### src/inc/rta_map.svh
`ifndef RTA_MAP_SVH
`define RTA_MAP_SVH

// ****************************************************************
// Register offsets on the plain register port.
// ****************************************************************
`define RTA_OFS_CTRL 4'h0
`define RTA_OFS_DELAY 4'h1
`define RTA_OFS_STATUS 4'h2
`define RTA_OFS_IRQ_MASK 4'h3
`define RTA_OFS_RESULT_X 4'h4
`define RTA_OFS_RESULT_Z2 4'h7

// ****************************************************************
// Field positions.
// ****************************************************************
`define RTA_CTRL_PANEL 0
`define RTA_CTRL_MODE_LO 1
`define RTA_CTRL_FILTER_ORDER_SELECT_LO 3
`define RTA_CTRL_PULL_LO 5
`define RTA_CTRL_CHAN_LO 7
`define RTA_DLY_BIAS_LO 0
`define RTA_DLY_REP_LO 8
`define RTA_ST_TOUCH 0
`define RTA_ST_EVT_TOUCH 1
`define RTA_ST_EVT_RELEASE 2
`define RTA_ST_EVT_CONV 3
`define RTA_ST_BUSY 4

// ****************************************************************
// Reset values and arithmetic constants.
// ****************************************************************
`define RTA_RST_CTRL 16'h0798
`define RTA_RST_DELAY 16'h0108
`define RTA_RST_IRQ_MASK 3'h0
`define RTA_FULL_SCALE 27'h0000fff
`define RTA_SCALE_NUM 27'h0000fef
`define RTA_DET_SHIFT 3

`endif

### src/inc/rta_pkg.sv
package rta_pkg;

  // Sequencer states.
  typedef enum logic [3:0] {
    ST_IDLE = 4'h0,
    ST_DET_BIAS = 4'h1,
    ST_DET_SAMPLE = 4'h2,
    ST_CH_BIAS = 4'h3,
    ST_CONV = 4'h4,
    ST_WAIT = 4'h5,
    ST_SETTLE = 4'h6,
    ST_STORE = 4'h7
  } rta_state_t;

  // Operating modes.
  typedef enum logic [1:0] {
    MODE_OFF = 2'h0,
    MODE_DETECT = 2'h1,
    MODE_CONVERT = 2'h2,
    MODE_SPARE = 2'h3
  } rta_mode_t;

  // Measurement channels.
  typedef enum logic [1:0] {
    CH_X = 2'h0,
    CH_Y = 2'h1,
    CH_Z1 = 2'h2,
    CH_Z2 = 2'h3
  } rta_chan_t;

  // Converter input selection.
  typedef enum logic [1:0] {
    SNS_XP = 2'h0,
    SNS_YP = 2'h1,
    SNS_YM = 2'h2,
    SNS_WIPER = 2'h3
  } rta_sense_t;

  // Filter state.
  typedef struct packed {
    logic [2:0] count;
    logic [14:0] sum;
    logic [11:0] max1;
    logic [11:0] max2;
    logic [11:0] min1;
    logic [11:0] min2;
    logic calc;
    logic done;
    logic [11:0] result;
  } rta_filter_order_select_t;

  // Sequencer and register state.
  typedef struct packed {
    logic five_wire;
    rta_mode_t mode;
    logic [1:0] filter_order_select;
    logic [1:0] pull_sel;
    logic [3:0] chan_mask;
    logic [7:0] bias_dly;
    logic [7:0] rep_dly;
    logic touch;
    logic evt_touch;
    logic evt_release;
    logic evt_conv;
    logic [2:0] irq_mask;
    logic [3:0][11:0] result;
    rta_state_t st;
    logic [7:0] cnt;
    rta_chan_t chan;
    logic [2:0] nsmp;
    logic cmp_meta;
    logic cmp_sync;
    logic [3:0] drv_ref;
    logic [3:0] drv_gnd;
    logic wiper_gnd;
    logic pull_en;
    rta_sense_t sense;
    logic adc_start;
    logic [15:0] rdata;
    logic irq;
  } rta_main_t;

endpackage : rta_pkg

### src/logic/rta_filter.sv
`timescale 1ns/100ps
`default_nettype none
`include "rta_map.svh"

module rta_filter (
  // Clock and reset.
  input wire logic clk,
  input wire logic rst_n,
  // Sample stream.
  input wire logic clear,
  input wire logic sample_valid,
  input wire logic [11:0] sample,
  input wire logic [1:0] order,
  // Consolidated answer.
  output logic done,
  output logic [11:0] result
);

  rta_pkg::rta_filter_order_select_t s, next_s;

  // Averages the kept sum and applies the 4079/4095 scaling; order zero passes the sum through unscaled.
  function automatic logic [11:0] scale(input logic [14:0] sum, input logic [1:0] ord);
    logic [26:0] prod;
    logic [26:0] div;
    prod = {12'h000, sum} * `RTA_SCALE_NUM;
    div = (ord == 2'h2) ? `RTA_FULL_SCALE * 27'h0000005 : `RTA_FULL_SCALE * 27'h0000003;
    scale = (ord == 2'h0) ? sum[11:0] : 12'(prod / div);
  endfunction : scale

  // ********************************************************
  // Running sum and the two largest and smallest samples.
  // ********************************************************
  always_comb begin
    next_s = s;
    next_s.done = 1'b0;
    if (clear) begin
      next_s.count = 3'h0;
      next_s.sum = 15'h0000;
      next_s.max1 = 12'h000;
      next_s.max2 = 12'h000;
      next_s.min1 = 12'hfff;
      next_s.min2 = 12'hfff;
      next_s.calc = 1'b0;
    end else if (sample_valid) begin
      // Tracking extremes on the fly avoids storing and sorting seven words.
      next_s.count = s.count + 3'h1;
      next_s.sum = s.sum + {3'h0, sample};
      if (sample >= s.max1) begin
        next_s.max1 = sample;
        next_s.max2 = s.max1;
      end else if (sample > s.max2) begin
        next_s.max2 = sample;
      end
      if (sample <= s.min1) begin
        next_s.min1 = sample;
        next_s.min2 = s.min1;
      end else if (sample < s.min2) begin
        next_s.min2 = sample;
      end
      next_s.calc = (s.count + 3'h1) == {order, 1'b1};
    end else if (s.calc) begin
      // Order three keeps only the middle three of seven.
      if (order == 2'h3) begin
        next_s.result = scale(s.sum - {3'h0, s.max1} - {3'h0, s.max2}
                              - {3'h0, s.min1} - {3'h0, s.min2}, order);
      end else begin
        next_s.result = scale(s.sum, order);
      end
      next_s.done = 1'b1;
      next_s.calc = 1'b0;
    end
  end

  // Registers the filter state.
  always_ff @(posedge clk) begin
    if (!rst_n) begin
      s <= '0;
    end else begin
      s <= next_s;
    end
  end

  assign done = s.done;
  assign result = s.result;
endmodule : rta_filter

`default_nettype wire

### src/logic/rta_touch_ctrl.sv
// The register offsets and strobed register access were chosen for this implementation.
`timescale 1ns/100ps
`default_nettype none
`include "rta_map.svh"

module rta_touch_ctrl (
  // Clock and reset.
  input wire logic clk,
  input wire logic rst_n,
  // Register port.
  input wire logic [3:0] reg_addr,
  input wire logic [15:0] reg_wdata,
  input wire logic reg_wr,
  input wire logic reg_rd,
  output logic [15:0] reg_rdata,
  // Panel bias switches; pin 0 is X+ or the bottom right corner.
  output logic [3:0] drive_ref,
  output logic [3:0] drive_gnd,
  output logic wiper_gnd,
  output logic detect_pullup_en,
  output logic [1:0] detect_pullup,
  // Converter.
  output logic [1:0] adc_sel,
  output logic adc_start,
  input wire logic adc_done,
  input wire logic [11:0] adc_data,
  input wire logic pen_cmp,
  // Status towards the system.
  output logic irq,
  output logic prox_hold
);

  // ****************************************************************
  // State and local helpers.
  // ****************************************************************
  rta_pkg::rta_main_t s, next_s;
  // Filter hand-shake: clear and valid driven from the sequencer each cycle, done and result from the filter.
  logic f_clear;
  logic f_valid;
  logic f_done;
  logic [11:0] f_result;
  // Per-cycle decode of the register port, sequencer event sets and channel search.
  logic wr_status;
  logic [2:0] set_evt;
  logic [2:0] next_chan;

  // A zero delay still waits one tick so the bias is never skipped.
  function automatic logic [7:0] ticks(input logic [7:0] v);
    ticks = (v == 8'h00) ? 8'h01 : v;
  endfunction : ticks

  // Finds the first enabled channel at or after a start index.
  function automatic logic [2:0] find_chan(input logic [3:0] mask, input logic [2:0] from,
                                           input logic five);
    logic [3:0] ok;
    find_chan = 3'h0;
    ok = five ? {2'b00, mask[1:0]} : mask;
    for (int i = 3; i >= 0; i--) begin
      if (ok[i] && 3'(i) >= from) begin
        find_chan = {1'b1, 2'(i)};
      end
    end
  endfunction : find_chan

  // Bias pattern {ref, gnd, wiper} for a conversion channel.
  function automatic logic [8:0] chan_bias(input rta_pkg::rta_chan_t ch, input logic five);
    chan_bias = 9'h000;
    if (five) begin
      // Opposite corner pairs of the lower sheet.
      if (ch == rta_pkg::CH_X) begin
        chan_bias = {4'b0101, 4'b1010, 1'b0};
      end else begin
        chan_bias = {4'b0110, 4'b1001, 1'b0};
      end
    end else begin
      case (ch)
        rta_pkg::CH_X: chan_bias = {4'b0001, 4'b0010, 1'b0};
        rta_pkg::CH_Y: chan_bias = {4'b0100, 4'b1000, 1'b0};
        default: chan_bias = {4'b0100, 4'b0010, 1'b0};
      endcase
    end
  endfunction : chan_bias

  // Converter input for a channel.
  function automatic rta_pkg::rta_sense_t chan_sense(input rta_pkg::rta_chan_t ch,
                                                     input logic five);
    if (five) begin
      chan_sense = rta_pkg::SNS_WIPER;
    end else begin
      case (ch)
        rta_pkg::CH_X: chan_sense = rta_pkg::SNS_YP;
        rta_pkg::CH_Z2: chan_sense = rta_pkg::SNS_YM;
        default: chan_sense = rta_pkg::SNS_XP;
      endcase
    end
  endfunction : chan_sense

  // ****************************************************************
  // Filter.
  // ****************************************************************
  rta_filter u_filter (
    .clk(clk),
    .rst_n(rst_n),
    .clear(f_clear),
    .sample_valid(f_valid),
    .sample(adc_data),
    .order(s.filter_order_select),
    .done(f_done),
    .result(f_result)
  );

  // ****************************************************************
  // Next-state logic: registers, sequencer, panel switches.
  // ****************************************************************
  always_comb begin
    next_s = s;
    f_clear = 1'b0;
    f_valid = 1'b0;
    set_evt = 3'h0;
    next_chan = 3'h0;
    next_s.adc_start = 1'b0;
    // Comparator passes two flops before anything looks at it.
    next_s.cmp_meta = pen_cmp;
    next_s.cmp_sync = s.cmp_meta;
    wr_status = reg_wr && reg_addr == `RTA_OFS_STATUS;

    // Register writes.
    if (reg_wr && reg_addr == `RTA_OFS_CTRL) begin
      next_s.five_wire = reg_wdata[`RTA_CTRL_PANEL];
      next_s.mode = rta_pkg::rta_mode_t'(reg_wdata[`RTA_CTRL_MODE_LO +: 2]);
      next_s.filter_order_select = reg_wdata[`RTA_CTRL_FILTER_ORDER_SELECT_LO +: 2];
      next_s.pull_sel = reg_wdata[`RTA_CTRL_PULL_LO +: 2];
      next_s.chan_mask = reg_wdata[`RTA_CTRL_CHAN_LO +: 4];
    end
    if (reg_wr && reg_addr == `RTA_OFS_DELAY) begin
      next_s.bias_dly = reg_wdata[`RTA_DLY_BIAS_LO +: 8];
      next_s.rep_dly = reg_wdata[`RTA_DLY_REP_LO +: 8];
    end
    if (reg_wr && reg_addr == `RTA_OFS_IRQ_MASK) begin
      next_s.irq_mask = reg_wdata[`RTA_ST_EVT_TOUCH +: 3];
    end

    // Sequencer.
    case (s.st)
      rta_pkg::ST_IDLE: begin
        next_s.cnt = 8'h00;
        if (s.mode == rta_pkg::MODE_DETECT || s.mode == rta_pkg::MODE_CONVERT) begin
          next_s.st = rta_pkg::ST_DET_BIAS;
        end
      end
      rta_pkg::ST_DET_BIAS: begin
        next_s.cnt = s.cnt + 8'h01;
        if (s.cnt + 8'h01 >= ticks(s.bias_dly >> `RTA_DET_SHIFT)) begin
          next_s.cnt = 8'h00;
          next_s.st = rta_pkg::ST_DET_SAMPLE;
        end
      end
      rta_pkg::ST_DET_SAMPLE: begin
        // The synchroniser lags two edges, so the verdict waits for the second cycle.
        next_s.cnt = 8'h01;
        if (s.cnt != 8'h00) begin
          next_s.cnt = 8'h00;
          // Touch and release each raise their own sticky event.
          next_s.touch = s.cmp_sync;
          set_evt[0] = s.cmp_sync && !s.touch;
          set_evt[1] = !s.cmp_sync && s.touch;
          next_chan = find_chan(s.chan_mask, 3'h0, s.five_wire);
          if (s.mode == rta_pkg::MODE_CONVERT && s.cmp_sync && next_chan[2]) begin
            next_s.chan = rta_pkg::rta_chan_t'(next_chan[1:0]);
            next_s.st = rta_pkg::ST_CH_BIAS;
          end else if (s.mode == rta_pkg::MODE_DETECT || s.mode == rta_pkg::MODE_CONVERT) begin
            next_s.st = rta_pkg::ST_DET_BIAS;
          end else begin
            next_s.st = rta_pkg::ST_IDLE;
          end
        end
      end
      rta_pkg::ST_CH_BIAS: begin
        next_s.cnt = s.cnt + 8'h01;
        if (s.cnt + 8'h01 >= ticks(s.bias_dly)) begin
          next_s.st = rta_pkg::ST_CONV;
          next_s.nsmp = 3'h0;
          f_clear = 1'b1;
        end
      end
      rta_pkg::ST_CONV: begin
        next_s.adc_start = 1'b1;
        next_s.st = rta_pkg::ST_WAIT;
      end
      rta_pkg::ST_WAIT: begin
        next_s.cnt = 8'h00;
        if (adc_done) begin
          f_valid = 1'b1;
          next_s.nsmp = s.nsmp + 3'h1;
          if (s.nsmp + 3'h1 == {s.filter_order_select, 1'b1}) begin
            next_s.st = rta_pkg::ST_STORE;
          end else begin
            next_s.st = rta_pkg::ST_SETTLE;
          end
        end
      end
      rta_pkg::ST_SETTLE: begin
        next_s.cnt = s.cnt + 8'h01;
        if (s.cnt + 8'h01 >= ticks(s.rep_dly)) begin
          next_s.st = rta_pkg::ST_CONV;
        end
      end
      rta_pkg::ST_STORE: begin
        next_s.cnt = 8'h00;
        if (f_done) begin
          // Only raw codes are kept; resistance math is left to software.
          next_s.result[s.chan] = f_result;
          next_chan = find_chan(s.chan_mask, {1'b0, s.chan} + 3'h1, s.five_wire);
          if (next_chan[2]) begin
            next_s.chan = rta_pkg::rta_chan_t'(next_chan[1:0]);
            next_s.st = rta_pkg::ST_CH_BIAS;
          end else begin
            set_evt[2] = 1'b1;
            next_s.st = rta_pkg::ST_DET_BIAS;
          end
        end
      end
      default: begin
        next_s.st = rta_pkg::ST_IDLE;
      end
    endcase

    // Sticky events: a set in the clearing cycle wins.
    next_s.evt_touch = (s.evt_touch && !(wr_status && reg_wdata[`RTA_ST_EVT_TOUCH]))
                       || set_evt[0];
    next_s.evt_release = (s.evt_release && !(wr_status && reg_wdata[`RTA_ST_EVT_RELEASE]))
                         || set_evt[1];
    next_s.evt_conv = (s.evt_conv && !(wr_status && reg_wdata[`RTA_ST_EVT_CONV]))
                      || set_evt[2];
    next_s.irq = |({s.evt_conv, s.evt_release, s.evt_touch} & s.irq_mask);

    // Switch pattern follows the state being entered, so bias and state line up.
    next_s.drv_ref = 4'h0;
    next_s.drv_gnd = 4'h0;
    next_s.wiper_gnd = 1'b0;
    next_s.pull_en = 1'b0;
    next_s.sense = rta_pkg::SNS_XP;
    case (next_s.st)
      rta_pkg::ST_DET_BIAS, rta_pkg::ST_DET_SAMPLE: begin
        next_s.pull_en = 1'b1;
        if (next_s.five_wire) begin
          next_s.wiper_gnd = 1'b1;
        end else begin
          next_s.drv_gnd = 4'b1000;
        end
      end
      rta_pkg::ST_CH_BIAS, rta_pkg::ST_CONV, rta_pkg::ST_WAIT, rta_pkg::ST_SETTLE: begin
        {next_s.drv_ref, next_s.drv_gnd, next_s.wiper_gnd} =
          chan_bias(next_s.chan, next_s.five_wire);
        next_s.sense = chan_sense(next_s.chan, next_s.five_wire);
      end
      default: begin
        next_s.pull_en = 1'b0;
      end
    endcase

    // Read data stands only in the cycle after the strobe.
    next_s.rdata = 16'h0000;
    if (reg_rd) begin
      case (reg_addr)
        `RTA_OFS_CTRL: next_s.rdata = {5'h00, s.chan_mask, s.pull_sel, s.filter_order_select, s.mode,
                                       s.five_wire};
        `RTA_OFS_DELAY: next_s.rdata = {s.rep_dly, s.bias_dly};
        `RTA_OFS_STATUS: next_s.rdata = {11'h000, s.st != rta_pkg::ST_IDLE, s.evt_conv,
                                         s.evt_release, s.evt_touch, s.touch};
        `RTA_OFS_IRQ_MASK: next_s.rdata = {12'h000, s.irq_mask, 1'b0};
        default: begin
          if (reg_addr >= `RTA_OFS_RESULT_X && reg_addr <= `RTA_OFS_RESULT_Z2) begin
            next_s.rdata = {4'h0, s.result[reg_addr[1:0]]};
          end
        end
      endcase
    end
  end

  // ****************************************************************
  // State register.
  // ****************************************************************
  always_ff @(posedge clk) begin
    if (!rst_n) begin
      s <= '0;
      s.five_wire <= 1'(`RTA_RST_CTRL >> `RTA_CTRL_PANEL);
      s.filter_order_select <= 2'(`RTA_RST_CTRL >> `RTA_CTRL_FILTER_ORDER_SELECT_LO);
      s.pull_sel <= 2'(`RTA_RST_CTRL >> `RTA_CTRL_PULL_LO);
      s.chan_mask <= 4'(`RTA_RST_CTRL >> `RTA_CTRL_CHAN_LO);
      s.bias_dly <= 8'(`RTA_RST_DELAY >> `RTA_DLY_BIAS_LO);
      s.rep_dly <= 8'(`RTA_RST_DELAY >> `RTA_DLY_REP_LO);
      s.irq_mask <= `RTA_RST_IRQ_MASK;
    end else begin
      s <= next_s;
    end
  end

  // Every output comes straight from the state register.
  assign reg_rdata = s.rdata;
  assign drive_ref = s.drv_ref;
  assign drive_gnd = s.drv_gnd;
  assign wiper_gnd = s.wiper_gnd;
  assign detect_pullup_en = s.pull_en;
  assign detect_pullup = s.pull_sel;
  assign adc_sel = s.sense;
  assign adc_start = s.adc_start;
  assign irq = s.irq;
  assign prox_hold = s.touch;
endmodule : rta_touch_ctrl

`default_nettype wire
### config.mk
export PLATFORM = sky130hd
export DESIGN_NAME = rta_touch_ctrl
export DESIGN_NICKNAME = d
export VERILOG_FILES = /design/src/inc/rta_pkg.sv /design/src/logic/rta_filter.sv /design/src/logic/rta_touch_ctrl.sv
export VERILOG_INCLUDE_DIRS = /design/src /design/src/inc
export SDC_FILE = /design/constraint.sdc
export NUM_CORES = 2
export LEC_CHECK = 0
export BUFFER_PORTS_ARGS = -buffer_cell sky130_fd_sc_hd__buf_4
export CORE_ASPECT_RATIO = 1.25
export CORE_MARGIN = 4
export CORE_UTILIZATION = 35
export CTS_BUF_LIST = sky130_fd_sc_hd__clkbuf_4
export CTS_CLUSTER_SIZE = 12
export DETAILED_ROUTE_END_ITERATION = 12
export PLACE_DENSITY = 0.48
export SKIP_CTS_REPAIR_TIMING = 1
export SLEW_MARGIN = 5
export SYNTH_ARGS = -nofsm -noshare
export SYNTH_HDL_FRONTEND = slang
export SYNTH_SLANG_ARGS = --single-unit
### constraint.sdc
create_clock -name clk -period 39.1 [get_ports clk]
set_input_delay 1.955 -clock clk [delete_from_list [all_inputs] [get_ports clk]]
set_output_delay 1.955 -clock clk [all_outputs]
set_load 0.05 [all_outputs]
== Word-level counts from Yosys, hierarchy flattened ==
Index checks and enable logic that the tools add are counted.
Operators by class
  $mul: 2
  equal/unequal tests: 26
  magnitude comparators: 16
  bitwise operators: 4
  add/subtract/negate cells: 9
  multiplexer cells: 76
  div/mod/pow operators: 2
  reductions and logical operators: 61
Operator list (number)
  12-bit 2-to-1 mux: 12
  16-bit case mux with 4 select lines: 1
  15-bit by 12-bit subtractor with 15-bit output: 4
  27-bit by 27-bit divider with 27-bit output: 2
  15-bit by 12-bit multiplier with 27-bit output, second input constant: 2
  48-bit bitwise mux: 1
  3-bit 2-to-1 mux: 14
  4-bit 2-to-1 mux: 8
  4-bit case mux with 8 select lines: 1
  8-bit case mux with 4 select lines: 1
  4-bit by 3-bit == test with 1-bit output, second input constant: 7
  25-bit 2-to-1 mux: 1
  12-bit binary-select mux with 2-bit select: 1
  12-bit demux with 2-bit select: 1
  4-bit by 2-bit == test with 1-bit output, second input constant: 6
  8-bit logical NOT: 3
  24-bit 2-to-1 mux: 1
  1-bit logical AND: 20
  8-bit greater-or-equal comparator: 2
  8-bit 2-to-1 mux: 2
  8-bit case mux with 2 select lines: 1
  2-bit AND reduction: 8
  15-bit by 12-bit adder with 15-bit output: 1
  15-bit 2-to-1 mux: 1
  44 further kinds: 95
Storage, ports and cells
  flip-flop bits (word level): 211
  word-level logic and storage cells: 235

== Logic depth before layout (Yosys ltp) ==
  depth in word-level cells: 16
  gate-level depth with buffers: 185

== By module ==
From an unflattened synthesis, not the netlist that was laid out.
Second synthesis, totals
  cell total of the unflattened synthesis: 5529
  area total of the unflattened synthesis: 42762.3 um^2
By module, submodules not included
  rta_filter: cells each 4769, times used 1, area each 36308.6 um^2
  rta_touch_ctrl: cells each 760, times used 1, area each 6453.7 um^2

== Least setup slack after synthesis ==
No wires, ideal clock.
  path type: register to register
  from: register u_filter.s[27] (netlist bit)
  to: register u_filter.s (netlist bit u_filter.result[0])
  setup slack: 1283 ps
  stages on the path, launching flop included: 168
  arrival time: 37684 ps
  cells stage by stage: dfxtp_1 -> inv_1 -> fa_1 -> inv_1 -> fa_1 -> fa_1 -> inv_1 -> ha_1 -> nor2b_1 -> o21ai_0 -> nand2b_1 -> a21o_1 -> a21o_1 -> a21o_1 -> a21o_1 -> a21o_1 -> a21o_1 -> a21o_1 -> [... 132 more ...] -> a21oi_1 -> nor3b_1 -> a32oi_1 -> a2111oi_1 -> and4b_1 -> buf_4 -> nand2_1 -> buf_2 -> nor2_1 -> a21oi_1 -> ha_1 -> a211oi_1 -> nand3_1 -> nor3b_1 -> o2111ai_1 -> or4_1 -> a211oi_1 -> a211oi_1
Between the ends
  cells in the longest elaborated chain, start to end: 6
Ends and longest elaborated chain
  start: declaration: line rta_filter.sv:19  | rta_pkg::rta_filter_order_select_t s, next_s;
  start signal: assignment: line rta_filter.sv:79  | s <= next_s;
  15-bit by 12-bit subtractor with 15-bit output (2 in a row): line rta_filter.sv:65  | - {3'h0, s.min1} - {3'h0, s.min2}, order);
  15-bit by 12-bit multiplier with 27-bit output (no line)
  27-bit by 27-bit divider with 27-bit output: line rta_filter.sv:27  | scale = (ord == 2'h0) ? sum[11:0] : 12'(prod / div);
  12-bit 2-to-1 mux: line rta_filter.sv:27
  12-bit 2-to-1 mux: line rta_filter.sv:63  | if (order == 2'h3) begin
No other way between the ends.
A chain may end at the register's enable or synchronous reset.

== Final worst setup path ==
Same ends and word-level chain as after synthesis.

==> summary.txt <==
Placed design
  • Final HPWL from detailed placement: 120,000 microns
  • Inst Count DP: 7,159
  • Setup slack at placement: 0.234 ns
  • Number of port buffers: 68
  • RD Place Congestion: 0.897

GRT
  • Largest net degree at the start of global routing: 83
  • First-pass GRT wire length: 227,000 microns
  • Number of global-route vias before repair: approximately 41,000
  • GRT Total Usage: 21.9%
  • Initial antenna violation count: 3
  • Global route total overflow: 0

Synthesis
  • Synthesized cell area: 41,900 sq um
  • Post-synth EDFFs: 0
  • Post-synthesis sequential area ratio: about a tenth
  • Post-synth top flop: dfxtp_1
  • Synth area leaders: ha_1 (12%), dfxtp_1 (10%), fa_1 (9.7%)
  • Synth cell types: 141
  • Syn Inst Count: about 5,500
  • FF+latch count, synth: 209
  • Yosys top cell area share: roughly 12%
  • Syn. warnings: 0
  • Synth area leader: ha_1
  • Fraction of registers with async set/reset: 0%
  • Post-Syn Area per Cell: 7.67 sq um

Clocking
  • CTS tree: yes
  • Clock slew at reported path FFs: roughly 0.070 ns
  • CTS max path bufs: 3
  • Clock latency on the worst-skew pair: 0.80 ns
  • Htree depth: 2
  • Clock tree root driver cell: clkbuf_4
  • Sink Count: ~210
  • CTS Buf Count: 61

Cells and area
  • Commonest non-fill, non-tap cell in the layout: nand2_1
  • Post-route insts no fill: 7,288
  • Leading cell types in the layout, fill and taps excluded: nand2_1 (503), inv_1 (413), nor2_1 (398)
  • Final nets: approximately 6,300
  • Combined area of the multi-input logic cells: 35,500 sq um
  • Filler cell count: 12,500
  • Area Growth Syn to Fin: 11.2%
  • Share of cells above drive strength 1: 12.6%
  • Area occupied by registers: 4200 sq um

Route
  • # DRC: 0
  • DR vias: 41,000
  • Vias per inst: 5.63
  • First-pass detailed-route iteration total: 6
  • Wire per inst: 19.9 microns
  • Iter 0 DRT Violations: 2,198
  • Final WL: ~140,000 microns
  • Post-route antenna net violation count: 0

Critical path
  • Worst path arrival time: ~37 ns
  • R2R cell count: 177
  • Worst setup SP type: flip-flop
  • Buffers and inverters on the worst path: 28
  • Kind of critical path: reg -> reg
  • Slowest-stage cell, CP: fa_1
  • CP Capture Type: flip-flop
  • Cell repeated most along the worst path: buf_4
  • Crit path depth: 177
  • Slowest stage delay, CP: between 0.6 and 0.7 ns
  • CP required: 39.78 ns
  • Crit path max-delay family: simple AND/OR/NAND/NOR gates
  • CP Max Fanout: 13

Timing
  • Final period util: between 90 and 100%
  • Final worst slack: 2.43 ns
  • Fmax: 27.3 MHz
  • Max Clock Skew: around 0.064 ns
  • Post-route setup TNS: 0 ns
  • Actual slew at the worst max-slew pin: 1.06 ns
  • Endpoints failing setup: 0
  • Final Slew Violations: 0
  • Slew HR: 28.8%
  • Hold WS: 0.461 ns
  • Fin. Hold Viols: 0
  • Min Clock Period, post-route: between 30 and 40 ns

Power
  • Total power: roughly 600 uW
  • VDD IR-drop max: 18.8 uV
  • Leak Pwr: 20.3 nW
  • PwrDens: around 13 nW/um^2

Hold path
  • Worst hold path class: reg -> reg
  • Hold path cells: 2

Die
  • Num rows: 141
  • Die X: 317 microns
  • Initial Util: a little over a third
  • Die Span Y: 395 microns
  • Core area: 119,000 sq um
  • Ports: 71
  • Die area: 125,000 sq um

Outcome
  • Run status: completed

Flow run
  • Total of max-cap violations: 0
[final timing paths]
| check | startpoint | to | slack (ns) |
|---|---|---|---|
| setup reg to reg | u_filter.s[27] | u_filter.result[0] | 2.43 |
| hold / removal | s[105] | reg_rdata[9] | 0.46 |
| hold reg to reg | s[105] | reg_rdata[9] | 0.46 |
| setup / recovery | u_filter.s[27] | u_filter.result[0] | 2.43 |
[registers in the layout, summed over array words and instances (netlist names), 2 cells and up]
name	count
reg_rdata	16
u_filter.s	67
drive_gnd	3
detect_pullup	2
adc_sel	2
drive_ref	3
s	97
u_filter.result	12
[metal layers]
metal,global-route usage (%),up-vias,wire length [microns]
met5,0,-,0
met1,25.9,19700,61000
li1,-,20300,-
met4,6.05,0,4070
met3,1.50,228,3440
met2,42.2,797,76200
[worst min-delay path, cell delays in order (launching register included)]
cell,delay [ns]
dfxtp_1,0.32
nand2_1,0.06
nand2_1,0.04
[through the flow]
stage               cell area [sq um]  utilization, %
finish                          46600            39.3
global route                    46600            39.3
CTS                             46100            38.9
detailed placement              45300            38.2
global placement                45300            38.2
floorplan                       41900               -
[area by class of cell]
class                           instances  area share, %
Multi-Input combinational cell       4643           76.3
Sequential cell                       209           9.01
Timing Repair Buffer                  332           5.38
Tap cell                             1573           4.22
Inverter                              414           3.34
Clock buffer                           94           1.51
Clock inverter                         19          0.218
Antenna cell                            4         0.0215
[report_power, final]
part / switching, mW / total, mW / leakage [nW] / internal [mW]
clock network: 0.0994 / 0.215 / 0.482 / 0.115
logic: 0.104 / 0.185 / 18.1 / 0.0812
registers: 0.00100 / 0.215 / 1.69 / 0.214
[Yosys cell counts (all sizes together) (69+ instances only)]
cell type and n:
inv 414, mux2i 131, buf 79, and2 89, xor2 144, a21boi 93, a211oi 84, a21o 110
xnor2 253, nor2 409, nor3 123, and3 70, fa 202, clkbuf 115, nand3 149, o21ai 287
nand2b 69, nor2b 97, dfxtp 209, ha 387, nand2 510, nand4 71, a21oi 361
[cell families (layout without fill, tap and decap cells)]
family,Yosys count,after routing,synth area share [%]
buf+inv,610,859,6.16
xor+xnor,397,397,8.30
mux,185,185,4.97
other cells,1,7,0.00895
flops,209,209,9.99
compound gates,1521,1521,25.2
fa+ha+maj,592,592,21.3
simple gates,1945,1945,24.1
(Power assumes the default switching activity.)
